**src/pkg/tic_pkg.sv**
```systemverilog
package tic_pkg;

  // ****************************************************************
  // register addresses
  // ****************************************************************
  localparam logic [7:0] CTRL_ADDR = 8'ha1;
  localparam logic [7:0] TICK_ADDR = 8'ha2;
  localparam logic [7:0] SEC_ADDR = 8'ha3;
  localparam logic [7:0] MIN_ADDR = 8'ha4;
  localparam logic [7:0] HOUR_ADDR = 8'ha5;
  localparam logic [7:0] TARGET_ADDR = 8'ha6;

  // ****************************************************************
  // interval control fields
  // ****************************************************************
  localparam int TIMEKEEPING_CLOCK_ENABLE_BIT = 0;
  localparam int INTERVAL_COUNT_ENABLE_BIT = 1;
  localparam int FLAG_BIT = 2;
  localparam int ONESHOT_BIT = 3;
  localparam int BASE_LO_BIT = 4;
  localparam int BASE_HI_BIT = 5;
  localparam int RSVD6_BIT = 6;
  localparam int RSVD7_BIT = 7;

  typedef enum logic [1:0] {
    BASE_TICK = 2'h0,
    BASE_SEC = 2'h1,
    BASE_MIN = 2'h2,
    BASE_HOUR = 2'h3
  } base_sel_t;

  // ****************************************************************
  // counter limits and reset values
  // ****************************************************************
  localparam logic [7:0] TICK_MAX = 8'h7f;
  localparam logic [7:0] SEC_MAX = 8'h3b;
  localparam logic [7:0] MIN_MAX = 8'h3b;
  localparam logic [7:0] HOUR_MAX = 8'h17;
  localparam logic [7:0] REG_RESET = 8'h00;
  localparam logic [7:0] COUNT_ONE = 8'h01;
  localparam logic [15:0] WAKE_VECTOR = 16'h0053;

  // ****************************************************************
  // timing
  // ****************************************************************
  localparam int CLK_PERIOD_NS = 40;
  localparam int TICK_PERIOD_NS = 7812500;
  localparam int TICK_CYCLES = TICK_PERIOD_NS / CLK_PERIOD_NS;

endpackage

```
**src/pkg/count_if.sv**
```systemverilog
`timescale 1ns/10ps
interface count_if;
  logic clear;
  logic load;
  logic inc;
  logic [7:0] load_val;
  logic [7:0] value;
  logic carry;

  modport ctrl (
    output clear,
    output load,
    output inc,
    output load_val,
    input value,
    input carry
  );

  modport cnt (
    input clear,
    input load,
    input inc,
    input load_val,
    output value,
    output carry
  );
endinterface

```
**src/hw/time_interval_counter.sv**
```systemverilog
`timescale 1ns/10ps
module time_interval_counter #(
  parameter int TICK_DIV = tic_pkg::TICK_CYCLES
) (
  input wire logic clk_i,
  input wire logic rst_b_i,
  input wire logic [7:0] sfr_addr_i,
  input wire logic sfr_wr_i,
  input wire logic [7:0] sfr_wdata_i,
  input wire logic sfr_rd_i,
  output logic [7:0] sfr_rdata_o,
  input wire logic irq_enable_i,
  input wire logic power_down_i,
  output logic irq_o,
  output logic wake_o,
  output logic [15:0] wake_vector_o
);
  import tic_pkg::*;

  localparam int PW = (TICK_DIV > 1) ? $clog2(TICK_DIV) : 1;
  localparam logic [PW-1:0] PRE_LAST = PW'(TICK_DIV - 1);
  localparam logic [PW-1:0] PRE_ONE = PW'(1);
  localparam logic [PW-1:0] PRE_ZERO = PW'(0);

  // ****************************************************************
  // reset release
  // ****************************************************************
  logic rst_meta_reg;
  logic rst_sync_reg;
  logic rst_sync_b;

  always_ff @(posedge clk_i or negedge rst_b_i) begin
    if (!rst_b_i) begin
      rst_meta_reg <= 1'b0;
      rst_sync_reg <= 1'b0;
    end else begin
      rst_meta_reg <= 1'b1;
      rst_sync_reg <= rst_meta_reg;
    end
  end
  assign rst_sync_b = rst_sync_reg;

  // ****************************************************************
  // register decode
  // ****************************************************************
  logic ctrl_wr;
  logic target_wr;
  logic time_wr_ok;

  assign ctrl_wr = sfr_wr_i && (sfr_addr_i == CTRL_ADDR);
  assign target_wr = sfr_wr_i && (sfr_addr_i == TARGET_ADDR);

  // ****************************************************************
  // control register
  // ****************************************************************
  logic timekeeping_clock_enable_reg;
  logic timekeeping_clock_enable_next;
  logic interval_count_enable_reg;
  logic interval_count_enable_next;
  logic flag_reg;
  logic flag_next;
  logic oneshot_reg;
  logic oneshot_next;
  logic rsvd6_reg;
  logic rsvd6_next;
  base_sel_t base_reg;
  base_sel_t base_next;
  logic timekeeping_clock_enable_off;
  logic timeout;

  // the clear fires only on the falling write, so loads made while
  // timekeeping is off are not wiped by later control writes
  assign timekeeping_clock_enable_off = ctrl_wr && !sfr_wdata_i[TIMEKEEPING_CLOCK_ENABLE_BIT] && timekeeping_clock_enable_reg;
  assign time_wr_ok = sfr_wr_i && !timekeeping_clock_enable_reg;

  always_comb begin
    timekeeping_clock_enable_next = timekeeping_clock_enable_reg;
    interval_count_enable_next = interval_count_enable_reg;
    oneshot_next = oneshot_reg;
    rsvd6_next = rsvd6_reg;
    base_next = base_reg;
    if (ctrl_wr) begin
      timekeeping_clock_enable_next = sfr_wdata_i[TIMEKEEPING_CLOCK_ENABLE_BIT];
      interval_count_enable_next = sfr_wdata_i[INTERVAL_COUNT_ENABLE_BIT];
      oneshot_next = sfr_wdata_i[ONESHOT_BIT];
      rsvd6_next = sfr_wdata_i[RSVD6_BIT];
      base_next = base_sel_t'({sfr_wdata_i[BASE_HI_BIT], sfr_wdata_i[BASE_LO_BIT]});
    end else if (timeout && oneshot_reg) begin
      interval_count_enable_next = 1'b0;
    end
    // hardware set wins over a software clear in the same cycle
    flag_next = timeout || (flag_reg && !(ctrl_wr && !sfr_wdata_i[FLAG_BIT]));
  end

  always_ff @(posedge clk_i or negedge rst_sync_b) begin
    if (!rst_sync_b) begin
      timekeeping_clock_enable_reg <= 1'b0;
      interval_count_enable_reg <= 1'b0;
      flag_reg <= 1'b0;
      oneshot_reg <= 1'b0;
      rsvd6_reg <= 1'b0;
      base_reg <= BASE_TICK;
    end else begin
      timekeeping_clock_enable_reg <= timekeeping_clock_enable_next;
      interval_count_enable_reg <= interval_count_enable_next;
      flag_reg <= flag_next;
      oneshot_reg <= oneshot_next;
      rsvd6_reg <= rsvd6_next;
      base_reg <= base_next;
    end
  end

  // ****************************************************************
  // timebase prescaler
  // ****************************************************************
  // runs from clk_i, which stays alive in power-down; the core clock
  // may stop but this chain does not
  logic [PW-1:0] pre_reg;
  logic [PW-1:0] pre_next;
  logic sub_tick;

  assign sub_tick = timekeeping_clock_enable_reg && (pre_reg == PRE_LAST);

  always_comb begin
    pre_next = pre_reg;
    if (!timekeeping_clock_enable_reg) begin
      pre_next = PRE_ZERO;
    end else if (pre_reg == PRE_LAST) begin
      pre_next = PRE_ZERO;
    end else begin
      pre_next = pre_reg + PRE_ONE;
    end
  end

  always_ff @(posedge clk_i or negedge rst_sync_b) begin
    if (!rst_sync_b) begin
      pre_reg <= PRE_ZERO;
    end else begin
      pre_reg <= pre_next;
    end
  end

  // ****************************************************************
  // time-of-day chain
  // ****************************************************************
  count_if tick_c ();
  count_if sec_c ();
  count_if min_c ();
  count_if hour_c ();

  assign tick_c.clear = timekeeping_clock_enable_off;
  assign tick_c.load = time_wr_ok && (sfr_addr_i == TICK_ADDR);
  assign tick_c.load_val = sfr_wdata_i;
  assign tick_c.inc = sub_tick;

  assign sec_c.clear = timekeeping_clock_enable_off;
  assign sec_c.load = time_wr_ok && (sfr_addr_i == SEC_ADDR);
  assign sec_c.load_val = sfr_wdata_i;
  assign sec_c.inc = tick_c.carry;

  assign min_c.clear = timekeeping_clock_enable_off;
  assign min_c.load = time_wr_ok && (sfr_addr_i == MIN_ADDR);
  assign min_c.load_val = sfr_wdata_i;
  assign min_c.inc = sec_c.carry;

  assign hour_c.clear = timekeeping_clock_enable_off;
  assign hour_c.load = time_wr_ok && (sfr_addr_i == HOUR_ADDR);
  assign hour_c.load_val = sfr_wdata_i;
  assign hour_c.inc = min_c.carry;

  wrap_counter #(.MAX_VAL(TICK_MAX)) u_tick (
    .clk_i(clk_i),
    .rst_b_i(rst_sync_b),
    .port_io(tick_c.cnt)
  );

  wrap_counter #(.MAX_VAL(SEC_MAX)) u_sec (
    .clk_i(clk_i),
    .rst_b_i(rst_sync_b),
    .port_io(sec_c.cnt)
  );

  wrap_counter #(.MAX_VAL(MIN_MAX)) u_min (
    .clk_i(clk_i),
    .rst_b_i(rst_sync_b),
    .port_io(min_c.cnt)
  );

  // hours carry goes nowhere; a day simply wraps
  wrap_counter #(.MAX_VAL(HOUR_MAX)) u_hour (
    .clk_i(clk_i),
    .rst_b_i(rst_sync_b),
    .port_io(hour_c.cnt)
  );

  // ****************************************************************
  // interval counter
  // ****************************************************************
  logic [7:0] target_reg;
  logic [7:0] target_next;
  logic [7:0] ivl_reg;
  logic [7:0] ivl_next;
  logic [7:0] ivl_inc;
  logic ivl_tick;
  logic hit;
  logic ivl_run;

  always_comb begin
    case (base_reg)
      BASE_TICK: ivl_tick = sub_tick;
      BASE_SEC: ivl_tick = tick_c.carry;
      BASE_MIN: ivl_tick = sec_c.carry;
      BASE_HOUR: ivl_tick = min_c.carry;
      default: ivl_tick = 1'b0;
    endcase
  end

  // compare the value being counted to, so a match takes exactly
  // target ticks; a target of zero therefore needs 256 ticks
  assign ivl_inc = ivl_reg + COUNT_ONE;
  assign hit = (ivl_inc == target_reg);
  assign ivl_run = interval_count_enable_reg && timekeeping_clock_enable_reg;
  assign timeout = ivl_run && ivl_tick && hit;

  always_comb begin
    target_next = target_wr ? sfr_wdata_i : target_reg;
    ivl_next = ivl_reg;
    if (!ivl_run || timekeeping_clock_enable_off) begin
      ivl_next = REG_RESET;
    end else if (ctrl_wr && !sfr_wdata_i[INTERVAL_COUNT_ENABLE_BIT]) begin
      ivl_next = REG_RESET;
    end else if (ivl_tick) begin
      ivl_next = hit ? REG_RESET : ivl_inc;
    end
  end

  always_ff @(posedge clk_i or negedge rst_sync_b) begin
    if (!rst_sync_b) begin
      target_reg <= REG_RESET;
      ivl_reg <= REG_RESET;
    end else begin
      target_reg <= target_next;
      ivl_reg <= ivl_next;
    end
  end

  // ****************************************************************
  // read port and requests
  // ****************************************************************
  logic [7:0] rdata_reg;
  logic [7:0] rdata_next;
  logic [7:0] ctrl_view;

  always_comb begin
    ctrl_view = REG_RESET;
    ctrl_view[TIMEKEEPING_CLOCK_ENABLE_BIT] = timekeeping_clock_enable_reg;
    ctrl_view[INTERVAL_COUNT_ENABLE_BIT] = interval_count_enable_reg;
    ctrl_view[FLAG_BIT] = flag_reg;
    ctrl_view[ONESHOT_BIT] = oneshot_reg;
    ctrl_view[BASE_LO_BIT] = base_reg[0];
    ctrl_view[BASE_HI_BIT] = base_reg[1];
    ctrl_view[RSVD6_BIT] = rsvd6_reg;
    ctrl_view[RSVD7_BIT] = 1'b0;
  end

  always_comb begin
    rdata_next = rdata_reg;
    if (sfr_rd_i) begin
      case (sfr_addr_i)
        CTRL_ADDR: rdata_next = ctrl_view;
        TICK_ADDR: rdata_next = tick_c.value;
        SEC_ADDR: rdata_next = sec_c.value;
        MIN_ADDR: rdata_next = min_c.value;
        HOUR_ADDR: rdata_next = hour_c.value;
        TARGET_ADDR: rdata_next = target_reg;
        default: rdata_next = REG_RESET;
      endcase
    end
  end

  always_ff @(posedge clk_i or negedge rst_sync_b) begin
    if (!rst_sync_b) begin
      rdata_reg <= REG_RESET;
    end else begin
      rdata_reg <= rdata_next;
    end
  end

  assign sfr_rdata_o = rdata_reg;
  assign irq_o = flag_reg && irq_enable_i;
  assign wake_o = irq_o && power_down_i;
  assign wake_vector_o = WAKE_VECTOR;

  // ****************************************************************
  // checks
  // ****************************************************************
  base_select_a: assert property (@(posedge clk_i) disable iff (!rst_sync_b)
    base_reg == BASE_SEC |-> ivl_tick == (sub_tick && tick_c.value == TICK_MAX))
    else $error("seconds base does not follow the tick carry");

  one_shot_a: assert property (@(posedge clk_i) disable iff (!rst_sync_b)
    timeout && oneshot_reg && !ctrl_wr |=> !interval_count_enable_reg && ivl_reg == REG_RESET)
    else $error("one-shot timeout left counting enabled");

  repeat_reload_a: assert property (@(posedge clk_i) disable iff (!rst_sync_b)
    timeout && !oneshot_reg && !ctrl_wr |=> interval_count_enable_reg && ivl_reg == REG_RESET)
    else $error("repeating timeout did not reload");

  flag_sticky_a: assert property (@(posedge clk_i) disable iff (!rst_sync_b)
    timeout |=> flag_reg ##1 (flag_reg || $past(ctrl_wr)))
    else $error("match flag missed or dropped by itself");

  flag_cause_a: assert property (@(posedge clk_i) disable iff (!rst_sync_b)
    $rose(flag_reg) |-> $past(timeout))
    else $error("match flag set without a match");

  irq_follow_a: assert property (@(posedge clk_i) disable iff (!rst_sync_b)
    irq_o == (flag_reg && irq_enable_i))
    else $error("interrupt request disagrees with flag and enable");

  count_step_a: assert property (@(posedge clk_i) disable iff (!rst_sync_b)
    ivl_run && ivl_tick && !hit && !ctrl_wr |=> ivl_reg == $past(ivl_reg) + COUNT_ONE)
    else $error("interval counter did not advance");

  count_hold_a: assert property (@(posedge clk_i) disable iff (!rst_sync_b)
    ivl_run && !ivl_tick && !ctrl_wr |=> $stable(ivl_reg))
    else $error("interval counter moved without a tick");

  stop_clear_a: assert property (@(posedge clk_i) disable iff (!rst_sync_b)
    ctrl_wr && !sfr_wdata_i[INTERVAL_COUNT_ENABLE_BIT] |=> ivl_reg == REG_RESET [*2])
    else $error("disabled interval counter not cleared");

  gate_off_a: assert property (@(posedge clk_i) disable iff (!rst_sync_b)
    !timekeeping_clock_enable_reg |-> !sub_tick && !ivl_tick)
    else $error("timebase ticks while timekeeping is off");

  time_clear_a: assert property (@(posedge clk_i) disable iff (!rst_sync_b)
    timekeeping_clock_enable_off |=> tick_c.value == REG_RESET && sec_c.value == REG_RESET
      && min_c.value == REG_RESET && hour_c.value == REG_RESET && ivl_reg == REG_RESET)
    else $error("time registers not cleared on disable");

  time_load_a: assert property (@(posedge clk_i) disable iff (!rst_sync_b)
    sfr_wr_i && sfr_addr_i == HOUR_ADDR && !timekeeping_clock_enable_reg |=> hour_c.value == $past(sfr_wdata_i))
    else $error("hours load refused while stopped");

  time_lock_a: assert property (@(posedge clk_i) disable iff (!rst_sync_b)
    sfr_wr_i && sfr_addr_i == SEC_ADDR && timekeeping_clock_enable_reg && !tick_c.carry |=> $stable(sec_c.value))
    else $error("seconds changed by a write while running");

  wake_a: assert property (@(posedge clk_i) disable iff (!rst_sync_b)
    flag_reg && irq_enable_i && power_down_i |-> wake_o && wake_vector_o == WAKE_VECTOR)
    else $error("powered-down core not woken");

  rsvd_read_a: assert property (@(posedge clk_i) disable iff (!rst_sync_b)
    sfr_rd_i && sfr_addr_i == CTRL_ADDR |=> !sfr_rdata_o[RSVD7_BIT])
    else $error("reserved bit 7 reads nonzero");

  one_shot_c: cover property (@(posedge clk_i) disable iff (!rst_sync_b)
    timeout && oneshot_reg);

  repeat_c: cover property (@(posedge clk_i) disable iff (!rst_sync_b)
    timeout && !oneshot_reg ##[1:600] timeout);

  time_off_c: cover property (@(posedge clk_i) disable iff (!rst_sync_b)
    timekeeping_clock_enable_off);

  wake_c: cover property (@(posedge clk_i) disable iff (!rst_sync_b)
    wake_o);
endmodule

```
**src/hw/wrap_counter.sv**
```systemverilog
`timescale 1ns/10ps
module wrap_counter #(
  parameter logic [7:0] MAX_VAL = 8'h3b
) (
  input wire logic clk_i,
  input wire logic rst_b_i,
  count_if.cnt port_io
);
  import tic_pkg::*;

  logic [7:0] value_reg;
  logic [7:0] value_next;
  logic at_top;

  // ****************************************************************
  // wrapping count
  // ****************************************************************
  // values loaded above the top also wrap, so a bad load self-heals
  assign at_top = (value_reg >= MAX_VAL);
  assign port_io.carry = port_io.inc && at_top;
  assign port_io.value = value_reg;

  always_comb begin
    value_next = value_reg;
    if (port_io.clear) begin
      value_next = REG_RESET;
    end else if (port_io.load) begin
      value_next = port_io.load_val;
    end else if (port_io.inc) begin
      value_next = at_top ? REG_RESET : value_reg + COUNT_ONE;
    end
  end

  always_ff @(posedge clk_i or negedge rst_b_i) begin
    if (!rst_b_i) begin
      value_reg <= REG_RESET;
    end else begin
      value_reg <= value_next;
    end
  end

  // ****************************************************************
  // checks
  // ****************************************************************
  count_wrap_a: assert property (@(posedge clk_i) disable iff (!rst_b_i)
    port_io.inc && value_reg == MAX_VAL && !port_io.clear && !port_io.load
    |=> value_reg == REG_RESET)
    else $error("counter did not wrap at its top value");

  count_step_a: assert property (@(posedge clk_i) disable iff (!rst_b_i)
    port_io.inc && value_reg < MAX_VAL && !port_io.clear && !port_io.load
    |=> value_reg == $past(value_reg) + COUNT_ONE)
    else $error("counter did not step by one");

  count_carry_a: assert property (@(posedge clk_i) disable iff (!rst_b_i)
    port_io.carry |-> port_io.inc && value_reg == MAX_VAL)
    else $error("carry raised away from the top value");

  count_wrap_c: cover property (@(posedge clk_i) disable iff (!rst_b_i)
    port_io.carry);
endmodule

```
**config.mk**
```make
export PLATFORM = sky130hd
export DESIGN_NAME = time_interval_counter
export DESIGN_NICKNAME = d
export VERILOG_FILES = /design/src/pkg/tic_pkg.sv /design/src/pkg/count_if.sv /design/src/hw/time_interval_counter.sv /design/src/hw/wrap_counter.sv
export SDC_FILE = /design/constraint.sdc
export NUM_CORES = 1
export LEC_CHECK = 0
export BUFFER_PORTS_ARGS = -buffer_cell sky130_fd_sc_hd__buf_4
export CORE_MARGIN = 10
export CORE_UTILIZATION = 40
export DETAILED_ROUTE_END_ITERATION = 7
export GPL_ROUTABILITY_DRIVEN = 0
export PLACE_DENSITY = 0.71
export SYNTH_ARGS = -nofsm -noshare
export SYNTH_HDL_FRONTEND = slang
export SYNTH_SLANG_ARGS = --single-unit
```
**constraint.sdc**
```tcl
create_clock -name clk_i -period 2.6 [get_ports clk_i]
set_input_delay 0.13 -clock clk_i [delete_from_list [all_inputs] [get_ports clk_i]]
set_output_delay 0.13 -clock clk_i [all_outputs]
set_load 0.005 [all_outputs]
```
==> results of run 1 <==
per-layer routing:
| metal | global-route usage | vias up |
|---|---|---|
| li1 | - | 2019 |
| met1 | 0.187 | 2048 |
| met2 | 0.239 | 162 |
| met3 | 0.0377 | 29 |
| met4 | 0.0655 | 0 |
| met5 | 0 | - |
cell usage in the layout (no fill, tap or decap), types with 5 or more instances in the layout:
| cell | Yosys | routed |
|---|---|---|
| a22oi_1 | 24 | 24 |
| nand2b_1 | 7 | 7 |
| nand4_1 | 6 | 6 |
| mux2i_1 | 7 | 7 |
| a31oi_1 | 9 | 9 |
| a41oi_1 | 8 | 8 |
| conb_1 | 2 | 17 |
| o22ai_1 | 6 | 6 |
| o21ai_0 | 11 | 11 |
| mux2_2 | 13 | 13 |
| nand3_1 | 27 | 27 |
| nor3_1 | 27 | 27 |
| buf_4 | 18 | 47 |
| nand2_1 | 44 | 44 |
| ha_1 | 6 | 6 |
| xor2_1 | 18 | 18 |
| a21oi_1 | 22 | 22 |
| xnor2_1 | 14 | 14 |
| inv_1 | 13 | 13 |
| clkbuf_16 | 0 | 9 |
| nor4_1 | 6 | 6 |
| and2_1 | 6 | 6 |
| or3_1 | 5 | 5 |
| dfrtp_1 | 83 | 82 |
| a211oi_1 | 16 | 16 |
| and3_1 | 9 | 9 |
| nor2_1 | 61 | 61 |
area by class of cell:
cell class | count | area (um2) | area share
Clock buffer | 12 | 236 | 0.0414
Clock inverter | 4 | 75.1 | 0.0132
Inverter | 13 | 48.8 | 0.00855
Multi-Input combinational cell | 422 | 2690 | 0.472
Sequential cell | 83 | 2080 | 0.365
Tap cell | 168 | 210 | 0.0368
Timing Repair Buffer | 48 | 363 | 0.0636
power breakdown:
part           internal (uW)  total [uW]  switching, uW
clock network            842        1360            513
logic                    128         276            148
registers               1370        1470            101
total                   2340        3100            762
per-stage QoR:
stage / cells / area, um2 / setup slack (ns) / hold slack (ns) / util
6_report: 750 / 5710 / 0.208 / 0.0596 / 0.471
5_1_grt: 750 / 5710 / 0.00747 / 0.0602 / 0.471
4_1_cts: 750 / 5710 / 0.222 / 0.0488 / 0.471
3_5_place_dp: 733 / 5390 / 0.231 / -0.0857 / 0.445
3_3_place_gp: 733 / 5390 / 0.315 / -0.0879 / 0.445
2_1_floorplan: 559 / 5050 / 0.117 / -0.166 / -
critical path, stage by stage, from the launching register on:
cell and delay, ns:
dfrtp_1 0.42, ha_1 0.22, and4_1 0.28, a31oi_2 0.20, nor4_4 0.33, buf_4 0.19
a21o_1 0.26, mux2_2 0.37
cells in the mapped netlist (all sizes together), types with 5 or more instances:
cell     n
a211oi  16
a21oi   22
a22oi   24
a31oi   10
a41oi    8
and2     6
and3     9
buf     26
clkbuf  15
dfrtp   83
ha       6
inv     13
mux2    13
mux2i    7
nand2   44
nand2b   7
nand3   27
nand4    7
nor2    61
nor3    27
nor4    11
nor4b    5
o21ai   12
o22ai    6
or3      5
xnor2   14
xor2    18
worst paths after layout:
check | start | end | slack (ns) | cells after the start
worst max-delay path | u_tick.port_io.value[0]$_DFFE_PN0P_ | u_hour.port_io.value[4]$_DFFE_PN0P_ | 0.21 | 7
worst min-delay path | sfr_wdata_i[6] | rsvd6_reg$_DFFE_PN0P_ | 0.06 | 3
worst max register to register | u_tick.port_io.value[0]$_DFFE_PN0P_ | u_hour.port_io.value[4]$_DFFE_PN0P_ | 0.21 | 7
worst min register to register | rst_meta_reg$_DFF_PN0_ | rst_sync_b$_DFF_PN0_ | 0.35 | 0
max in group asynchronous | rst_sync_b$_DFF_PN0_ | sfr_rdata_o[3]$_DFFE_PN0P_ | 1.43 | 0
min in group asynchronous | rst_b_i | rst_sync_b$_DFF_PN0_ | 0.10 | 2
cells by family (layout without fill, tap and decap cells):
family | count (synthesis) | count (layout)
AO/OA/AOI/OAI | 117 | 117
XOR/XNOR | 32 | 32
adder cells (fa/ha/maj) | 6 | 6
buffers and inverters | 54 | 77
flip-flops | 83 | 83
multiplexers | 20 | 20
other | 2 | 17
AND/OR/NAND/NOR | 230 | 230
repair_timing:
| item | in CTS | in global routing |
|---|---|---|
| hold buffers | 1 | 0 |
| hold endpoints to repair | 2 | 0 |
| resized for setup | 0 | 0 |
==> impl_metrics.json, run 1 <==
{
  "synthSimpleGateAreaFrac": 0.250,
  "grt_pass1_vias": 4164,
  "synth_edf_count": 0,
  "clk_latency_ns": 0.35,
  "end_kind": "flop",
  "yosysTopAreaCell": "dfrtp_1",
  "grt_setup_unrepaired": "false",
  "die-area_mm2": 0.0174,
  "status": "completed",
  "clock.fmax_mhz": 418,
  "nNetsFinal": 605,
  "grt_max_degree": 82,
  "synth.cell_area_mm2": 0.00500,
  "hpwl_um": 9500,
  "setup_tns_ns": 0,
  "arrival_ns": 2.62,
  "finalPower_uw": 3100,
  "post_drt_via_cell_ratio": 5.68,
  "synth_top_family_by_area": "simple AND/OR/NAND/NOR gates",
  "antenna_left": 0,
  "max_slew_margin": 0.305,
  "grt_use_total": 0.150,
  "required_ns": 2.83,
  "p_leak_uw": 0.00243,
  "avgSynthCellArea_um2": 9.19,
  "maxCapViolations": 0,
  "grt_first_pass_wirelength_um": 21500,
  "cts_made_buffers": 9,
  "fill_cells": 1164,
  "yosysUniqueCellTypes": 62,
  "ios": 48,
  "path_max_fanout": 6,
  "tightest_slew_ns": 1.04,
  "worst_setup_path_start_kind": "flop",
  "synthXorXnorAreaFrac": 0.0561,
  "ys_seq_elements": 83,
  "cts_sinks": 83,
  "route.met2.wl_um": 6200,
  "async_flop_share": 1.00,
  "finalSetupViolations": 0,
  "ys_warn_count": 0,
  "num_rows": 40,
  "top_layer": "met4",
  "path_clk_slew_ns": 0.06,
  "synth_adder_area_share": 0.0150,
  "met3_length_um": 867,
  "die_w_um": 132,
  "cts_tree": "done",
  "synth_compound_area_frac": 0.162,
  "clockRootBuffer": "clkbuf_16",
  "dr_total_vias": 4258,
  "holdCritPathClass": "in -> reg",
  "antennaDiodeCount": 0,
  "yosysSeqAreaShare": 0.416,
  "coreArea_mm2": 0.0121,
  "antenna_found_initial": 0,
  "drtIter0Drc": 419,
  "largest_reg_flops": 18,
  "htreeDepth": 3,
  "peakVddDrop_mv": 0.469,
  "avgRoutedWirePerCell_um": 17.3,
  "fin_worst_skew_ns": 0.00997,
  "drt-total-wl_um": 13000,
  "wl_met1_um": 5590,
  "drv_slew": 0,
  "overflow": 0,
  "yosys.area.top_type_share": 0.416,
  "io_buffers": 31,
  "initial_core_util": 0.413,
  "syn_to_final_growth_pct": 14.2,
  "drc": 0,
  "die_h_um": 132,
  "powerDensity_mw_per_mm2": 543,
  "synthMuxAreaShare": 0.0433,
  "drtPass1Iterations": 5,
  "cts.path.max_buffers": 2,
  "hold_violations": 0,
  "synthTopCellsByArea": "dfrtp_1 42%, nor2_1 4.6%, a22oi_1 3.6%",
  "yosys_most_used_dff": "dfrtp_1",
  "period_needed_ns": 2.39,
  "min_period_over_period": 0.920,
  "post_cts_buffers": 0,
  "layout-drive-gt1-share": 0.149,
  "crit_type": "reg -> reg",
  "postSynthCellCount": 544
}
Power figures use the tool's default switching activity.
==> run 2: changes to the inputs <==
Settings changed: BUFFER_PORTS_ARGS -buffer_cell sky130_fd_sc_hd__buf_4 to not set, DONT_BUFFER_PORTS set to 1, PLACE_DENSITY 0.71 to 0.65.
Clock period 2.6 ns to 2.9 ns, I/O delays scaled along.
==> run 2 against run 1 <==
  * Hold slack lost 0.042 ns
  * Clock power down 13%
  * Clock skew decreased by 0.0023 ns
  * Flip-flop and latch count unchanged
  * Setup slack gained 0.14 ns
  * Register-to-register slack improved by 0.14 ns
  * Final area decreased by 3.0%
  * Critical path depth down 1
  * Total power shrank 12%
  * Sequential power fell by 10%
  * Maximum frequency down 6.3%
  * Sequential share of layout area up 1.1 points
==> impl_metrics.json, run 2 (synthesis results as in run 1) <==
{
  "status": "completed",
  "setup_tns_ns": 0,
  "path_clk_slew_ns": 0.06,
  "period_needed_ns": 2.55,
  "reg2reg_depth": 6,
  "cts_made_buffers": 9,
  "drtIter0Drc": 482,
  "setup_slack_ns": 0.348,
  "worst_setup_path_start_kind": "flop",
  "required_ns": 3.14,
  "fin_worst_skew_ns": 0.00763,
  "cp-startpoint": "pre_reg[0]$_DFF_PN0_",
  "num_rows": 40,
  "coreArea_mm2": 0.0121,
  "post_cts_buffers": 0,
  "avgRoutedWirePerCell_um": 18.7,
  "cts_resized": 0,
  "endpoint": "u_hour.port_io.value[0]$_DFFE_PN0P_",
  "powerDensity_mw_per_mm2": 491,
  "pre_cts_slack_ns": 0.349,
  "slowest_delay_ns": 0.63,
  "holdCritPathClass": "in -> async",
  "grt_first_pass_wirelength_um": 22500,
  "drt-total-wl_um": 13600,
  "final_util": 0.457,
  "path_max_fanout": 10,
  "finalSetupViolations": 0,
  "arrival_ns": 2.79,
  "p_leak_uw": 0.00231,
  "grt_max_degree": 82,
  "drtPass1Iterations": 5,
  "io_buffers": 0,
  "cts_tree": "done",
  "cp_num_buf_inv": 0,
  "max_slew_margin": 0.290,
  "dr_total_vias": 4224,
  "maxCapViolations": 0,
  "fill_cells": 1184,
  "tightest_slew_ns": 1.07,
  "cts.path.max_buffers": 2,
  "hold_violations": 0,
  "layout_common_cells": "82 x dfrtp_1, 61 x nor2_1, 44 x nand2_1, 27 x nand3_1, 27 x nor3_1",
  "cp_top_family": "simple AND/OR/NAND/NOR gates",
  "cts_sinks": 83,
  "reg2reg_setup_slack_ns": 0.35,
  "die-area_mm2": 0.0174,
  "grt_pass1_vias": 4085,
  "placed_cells": 700,
  "htreeDepth": 3,
  "antenna_found_initial": 0,
  "min_period_over_period": 0.880,
  "crit_path_cell_trace": "ha_1 -> and3_1 -> nand4_1 -> nor4_4 -> a21o_1 -> mux2_2",
  "antennaDiodeCount": 0,
  "hpwl_um": 9630,
  "peakVddDrop_mv": 0.543,
  "clockRootBuffer": "clkbuf_16",
  "ios": 48,
  "antenna_left": 0,
  "drv_slew": 0,
  "clk_latency_ns": 0.35,
  "end_kind": "flop",
  "timing.rr.start": "pre_reg[0]$_DFF_PN0_",
  "drc": 0,
  "final_common_cell": "dfrtp_1",
  "clock.fmax_mhz": 392,
  "nNetsFinal": 581,
  "slowest_stage": "nor4_4",
  "post_drt_via_cell_ratio": 5.83,
  "hold_ws_ns": 0.0180,
  "layout-drive-gt1-share": 0.101,
  "die_h_um": 132,
  "hold_buffers": 10,
  "largest_reg_flops": 18,
  "initial_core_util": 0.413,
  "overflow": 0,
  "syn_to_final_growth_pct": 10.8,
  "crit_type": "reg -> reg",
  "regToRegEndpoint": "u_hour.port_io.value[0]$_DFFE_PN0P_",
  "die_w_um": 132,
  "final_cells": 725,
  "worstSetupPathDepth": 6,
  "grt_setup_unrepaired": "false",
  "grt_use_total": 0.158
}
[run 2: cell count changes in the layout (fill, tap and decap cells not counted)]
cell           previous run  this run
clkbuf_1                  3         0
clkinv_4                  0         1
clkbuf_8                  0         1
bufinv_16                 2         1
buf_4                    47        14
clkinv_2                  0         1
dlygate4sd3_1             1        10
inv_6                     0         2
clkinvlp_4                2         0
[run 2: worst min-delay path by stage]
stage,to,cells past startpoint
3_3_place_gp,rst_meta_reg$_DFF_PN0_,0
5_1_grt,sfr_rdata_o[0]$_DFFE_PN0P_,2
6_report,rst_sync_b$_DFF_PN0_,1
2_1_floorplan,rst_meta_reg$_DFF_PN0_,0
3_5_place_dp,rst_meta_reg$_DFF_PN0_,0
4_1_cts,sfr_rdata_o[1]$_DFFE_PN0P_,2
[run 2: final cells by class]
class	count	area (um2)	area share
flip-flops and latches	83	2080	0.376
repair buffers	24	205	0.0371
multi-input cells	422	2690	0.486
clock inverters	5	61.3	0.0111
clock buffers	10	239	0.0432
well taps	168	210	0.0380
inverters	13	48.8	0.00881
[run 2: per-layer routing]
layer,vias to the layer above,routed length [um],track usage
met5,-,0,0
li1,1981,-,-
met2,175,6380,0.251
met4,0,324,0.0507
met1,2045,5810,0.199
met3,23,1040,0.0518
[run 2: power breakdown]
part | total, uW | internal [uW] | switching [uW]
Sequential | 1320 | 1230 | 96.2
Clock | 1180 | 692 | 490
Combinational | 215 | 95.0 | 120
Total | 2720 | 2010 | 706
[run 2: stage by stage]
stage	area [um2]	total power (uW)
floorplan	5050	1500
global placement	5140	1520
detailed placement	5140	1530
CTS	5540	2740
global route	5540	2840
finish	5540	2720
==> run 3: changes to the inputs <==
Settings changed: CORE_MARGIN 10 to 4, CTS_BUF_LIST set to sky130_fd_sc_hd__clkbuf_16.
==> run 3 against run 2 <==
  * Setup slack improved by 0.050 ns
  * Flip-flop and latch count did not move
  * Via count did not move
  * Die area fell by 17%
  * Clock skew rose by 0.00082 ns
  * First-iteration DRC count fell by 23%
  * Largest cell class unchanged
==> impl_metrics.json, run 3 (synthesis results as in run 1) <==
{
  "wl_met1_um": 5900,
  "post_cts_buffers": 0,
  "cts_sinks": 83,
  "grt_use_total": 0.193,
  "coreArea_mm2": 0.0121,
  "required_ns": 3.14,
  "regToRegEndpoint": "u_hour.port_io.value[3]$_DFFE_PN0P_",
  "hold_ws_ns": 0.0206,
  "antennaDiodeCount": 0,
  "clockRootBuffer": "clkbuf_16",
  "finalSetupViolations": 0,
  "num_rows": 40,
  "powerDensity_mw_per_mm2": 512,
  "initial_core_util": 0.413,
  "grt_first_pass_wirelength_um": 21800,
  "syn_to_final_growth_pct": 11.8,
  "clock.fmax_mhz": 400,
  "cts.path.max_buffers": 2,
  "drt-total-wl_um": 13500,
  "arrival_ns": 2.74,
  "ios": 48,
  "met3_length_um": 1000,
  "end_kind": "flop",
  "io_buffers": 0,
  "grt_pass1_vias": 4095,
  "htreeDepth": 3,
  "status": "completed",
  "layout-drive-gt1-share": 0.100,
  "min_period_over_period": 0.863,
  "period_needed_ns": 2.50,
  "timing.rr.start": "u_tick.port_io.value[0]$_DFFE_PN0P_",
  "p_leak_uw": 0.00233,
  "path_max_fanout": 8,
  "antenna_left": 0,
  "clk_latency_ns": 0.35,
  "top_layer": "met4",
  "die_w_um": 120,
  "worst_setup_path_start_kind": "flop",
  "hold_violations": 0,
  "fin_worst_skew_ns": 0.00845,
  "layout_common_cells": "82 x dfrtp_1, 61 x nor2_1, 44 x nand2_1, 27 x nand3_1, 27 x nor3_1",
  "route.met2.wl_um": 6270,
  "reg2reg_setup_slack_ns": 0.40,
  "max_slew_margin": 0.269,
  "setup_tns_ns": 0,
  "cts_tree": "done",
  "post_drt_via_cell_ratio": 5.81,
  "nNetsFinal": 582,
  "drv_slew": 0,
  "grt_setup_unrepaired": "false",
  "fill_cells": 1134,
  "dr_total_vias": 4224,
  "largest_reg_flops": 18,
  "drc": 0,
  "regArea_mm2": 0.00208,
  "maxCapViolations": 0,
  "antenna_found_initial": 0,
  "hpwl_um": 9360,
  "drtIter0Drc": 370,
  "overflow": 0,
  "multi_input_area_mm2": 0.00269,
  "final_common_cell": "dfrtp_1",
  "peakVddDrop_mv": 0.398,
  "avgRoutedWirePerCell_um": 18.5,
  "path_clk_slew_ns": 0.07,
  "reg2reg_depth": 6,
  "holdCritPathClass": "in -> async",
  "die_h_um": 120,
  "die-area_mm2": 0.0143,
  "cts_made_buffers": 9,
  "crit_type": "reg -> reg",
  "grt_max_degree": 82,
  "drtPass1Iterations": 4,
  "tightest_slew_ns": 1.10
}
run 3: stage by stage:
stage               setup WS, ns  area (um2)  power (uW)   util  instances
floorplan                  0.417        5050        1500      -        559
global placement           0.473        5140        1520  0.424        700
detailed placement         0.415        5140        1530  0.424        700
CTS                        0.409        5590        2890  0.461        727
global route               0.162        5590        2970  0.461        727
finish                     0.398        5590        2860  0.461        727
run 3: cell type report:
class                   count  share of cell area
multi-input cells         422               0.482
flip-flops and latches     83               0.372
clock buffers               9              0.0403
repair buffers             25              0.0385
well taps                 168              0.0376
clock inverters             7              0.0208
inverters                  13             0.00873
run 3: where the power goes:
part	switching (uW)	leakage [uW]	internal (uW)
Combinational	124	0.00109	95.5
Clock	481	0.000167	840
Sequential	94.0	0.00108	1230
run 3: how the worst max path moves through the flow:
stage / start / to / slack, ns
after global placement: pre_reg[0]$_DFF_PN0_ / u_hour.port_io.value[3]$_DFFE_PN0P_ / 0.47
after detailed placement: pre_reg[0]$_DFF_PN0_ / u_hour.port_io.value[4]$_DFFE_PN0P_ / 0.41
after global routing: ivl_reg[0]$_DFFE_PN0P_ / ivl_reg[5]$_DFFE_PN0P_ / 0.16
after CTS: ivl_reg[0]$_DFFE_PN0P_ / ivl_reg[2]$_DFFE_PN0P_ / 0.41
after floorplan: rst_sync_b$_DFF_PN0_ / base_reg[0]$_DFFE_PN0P_ / 0.42
final: u_tick.port_io.value[0]$_DFFE_PN0P_ / u_hour.port_io.value[3]$_DFFE_PN0P_ / 0.40
run 3: timing repair:
item	CTS	global route
resized for setup	0	0
hold endpoints to repair	50	0
hold buffers	11	0
run 3: worst max-delay path, cell delays in order, from the launching register on:
cell and delay, ns:
dfrtp_1 0.42, ha_1 0.23, and4_1 0.29, a31oi_2 0.19
nor4_4 0.56, a21o_1 0.34, mux2_2 0.36
run 3: routing by layer:
layer / global-route usage / vias to the layer above
met2: 0.299 / 142
met3: 0.0617 / 25
met4: 0.0601 / 0
li1: - / 1976
met1: 0.257 / 2081
met5: 0 / -
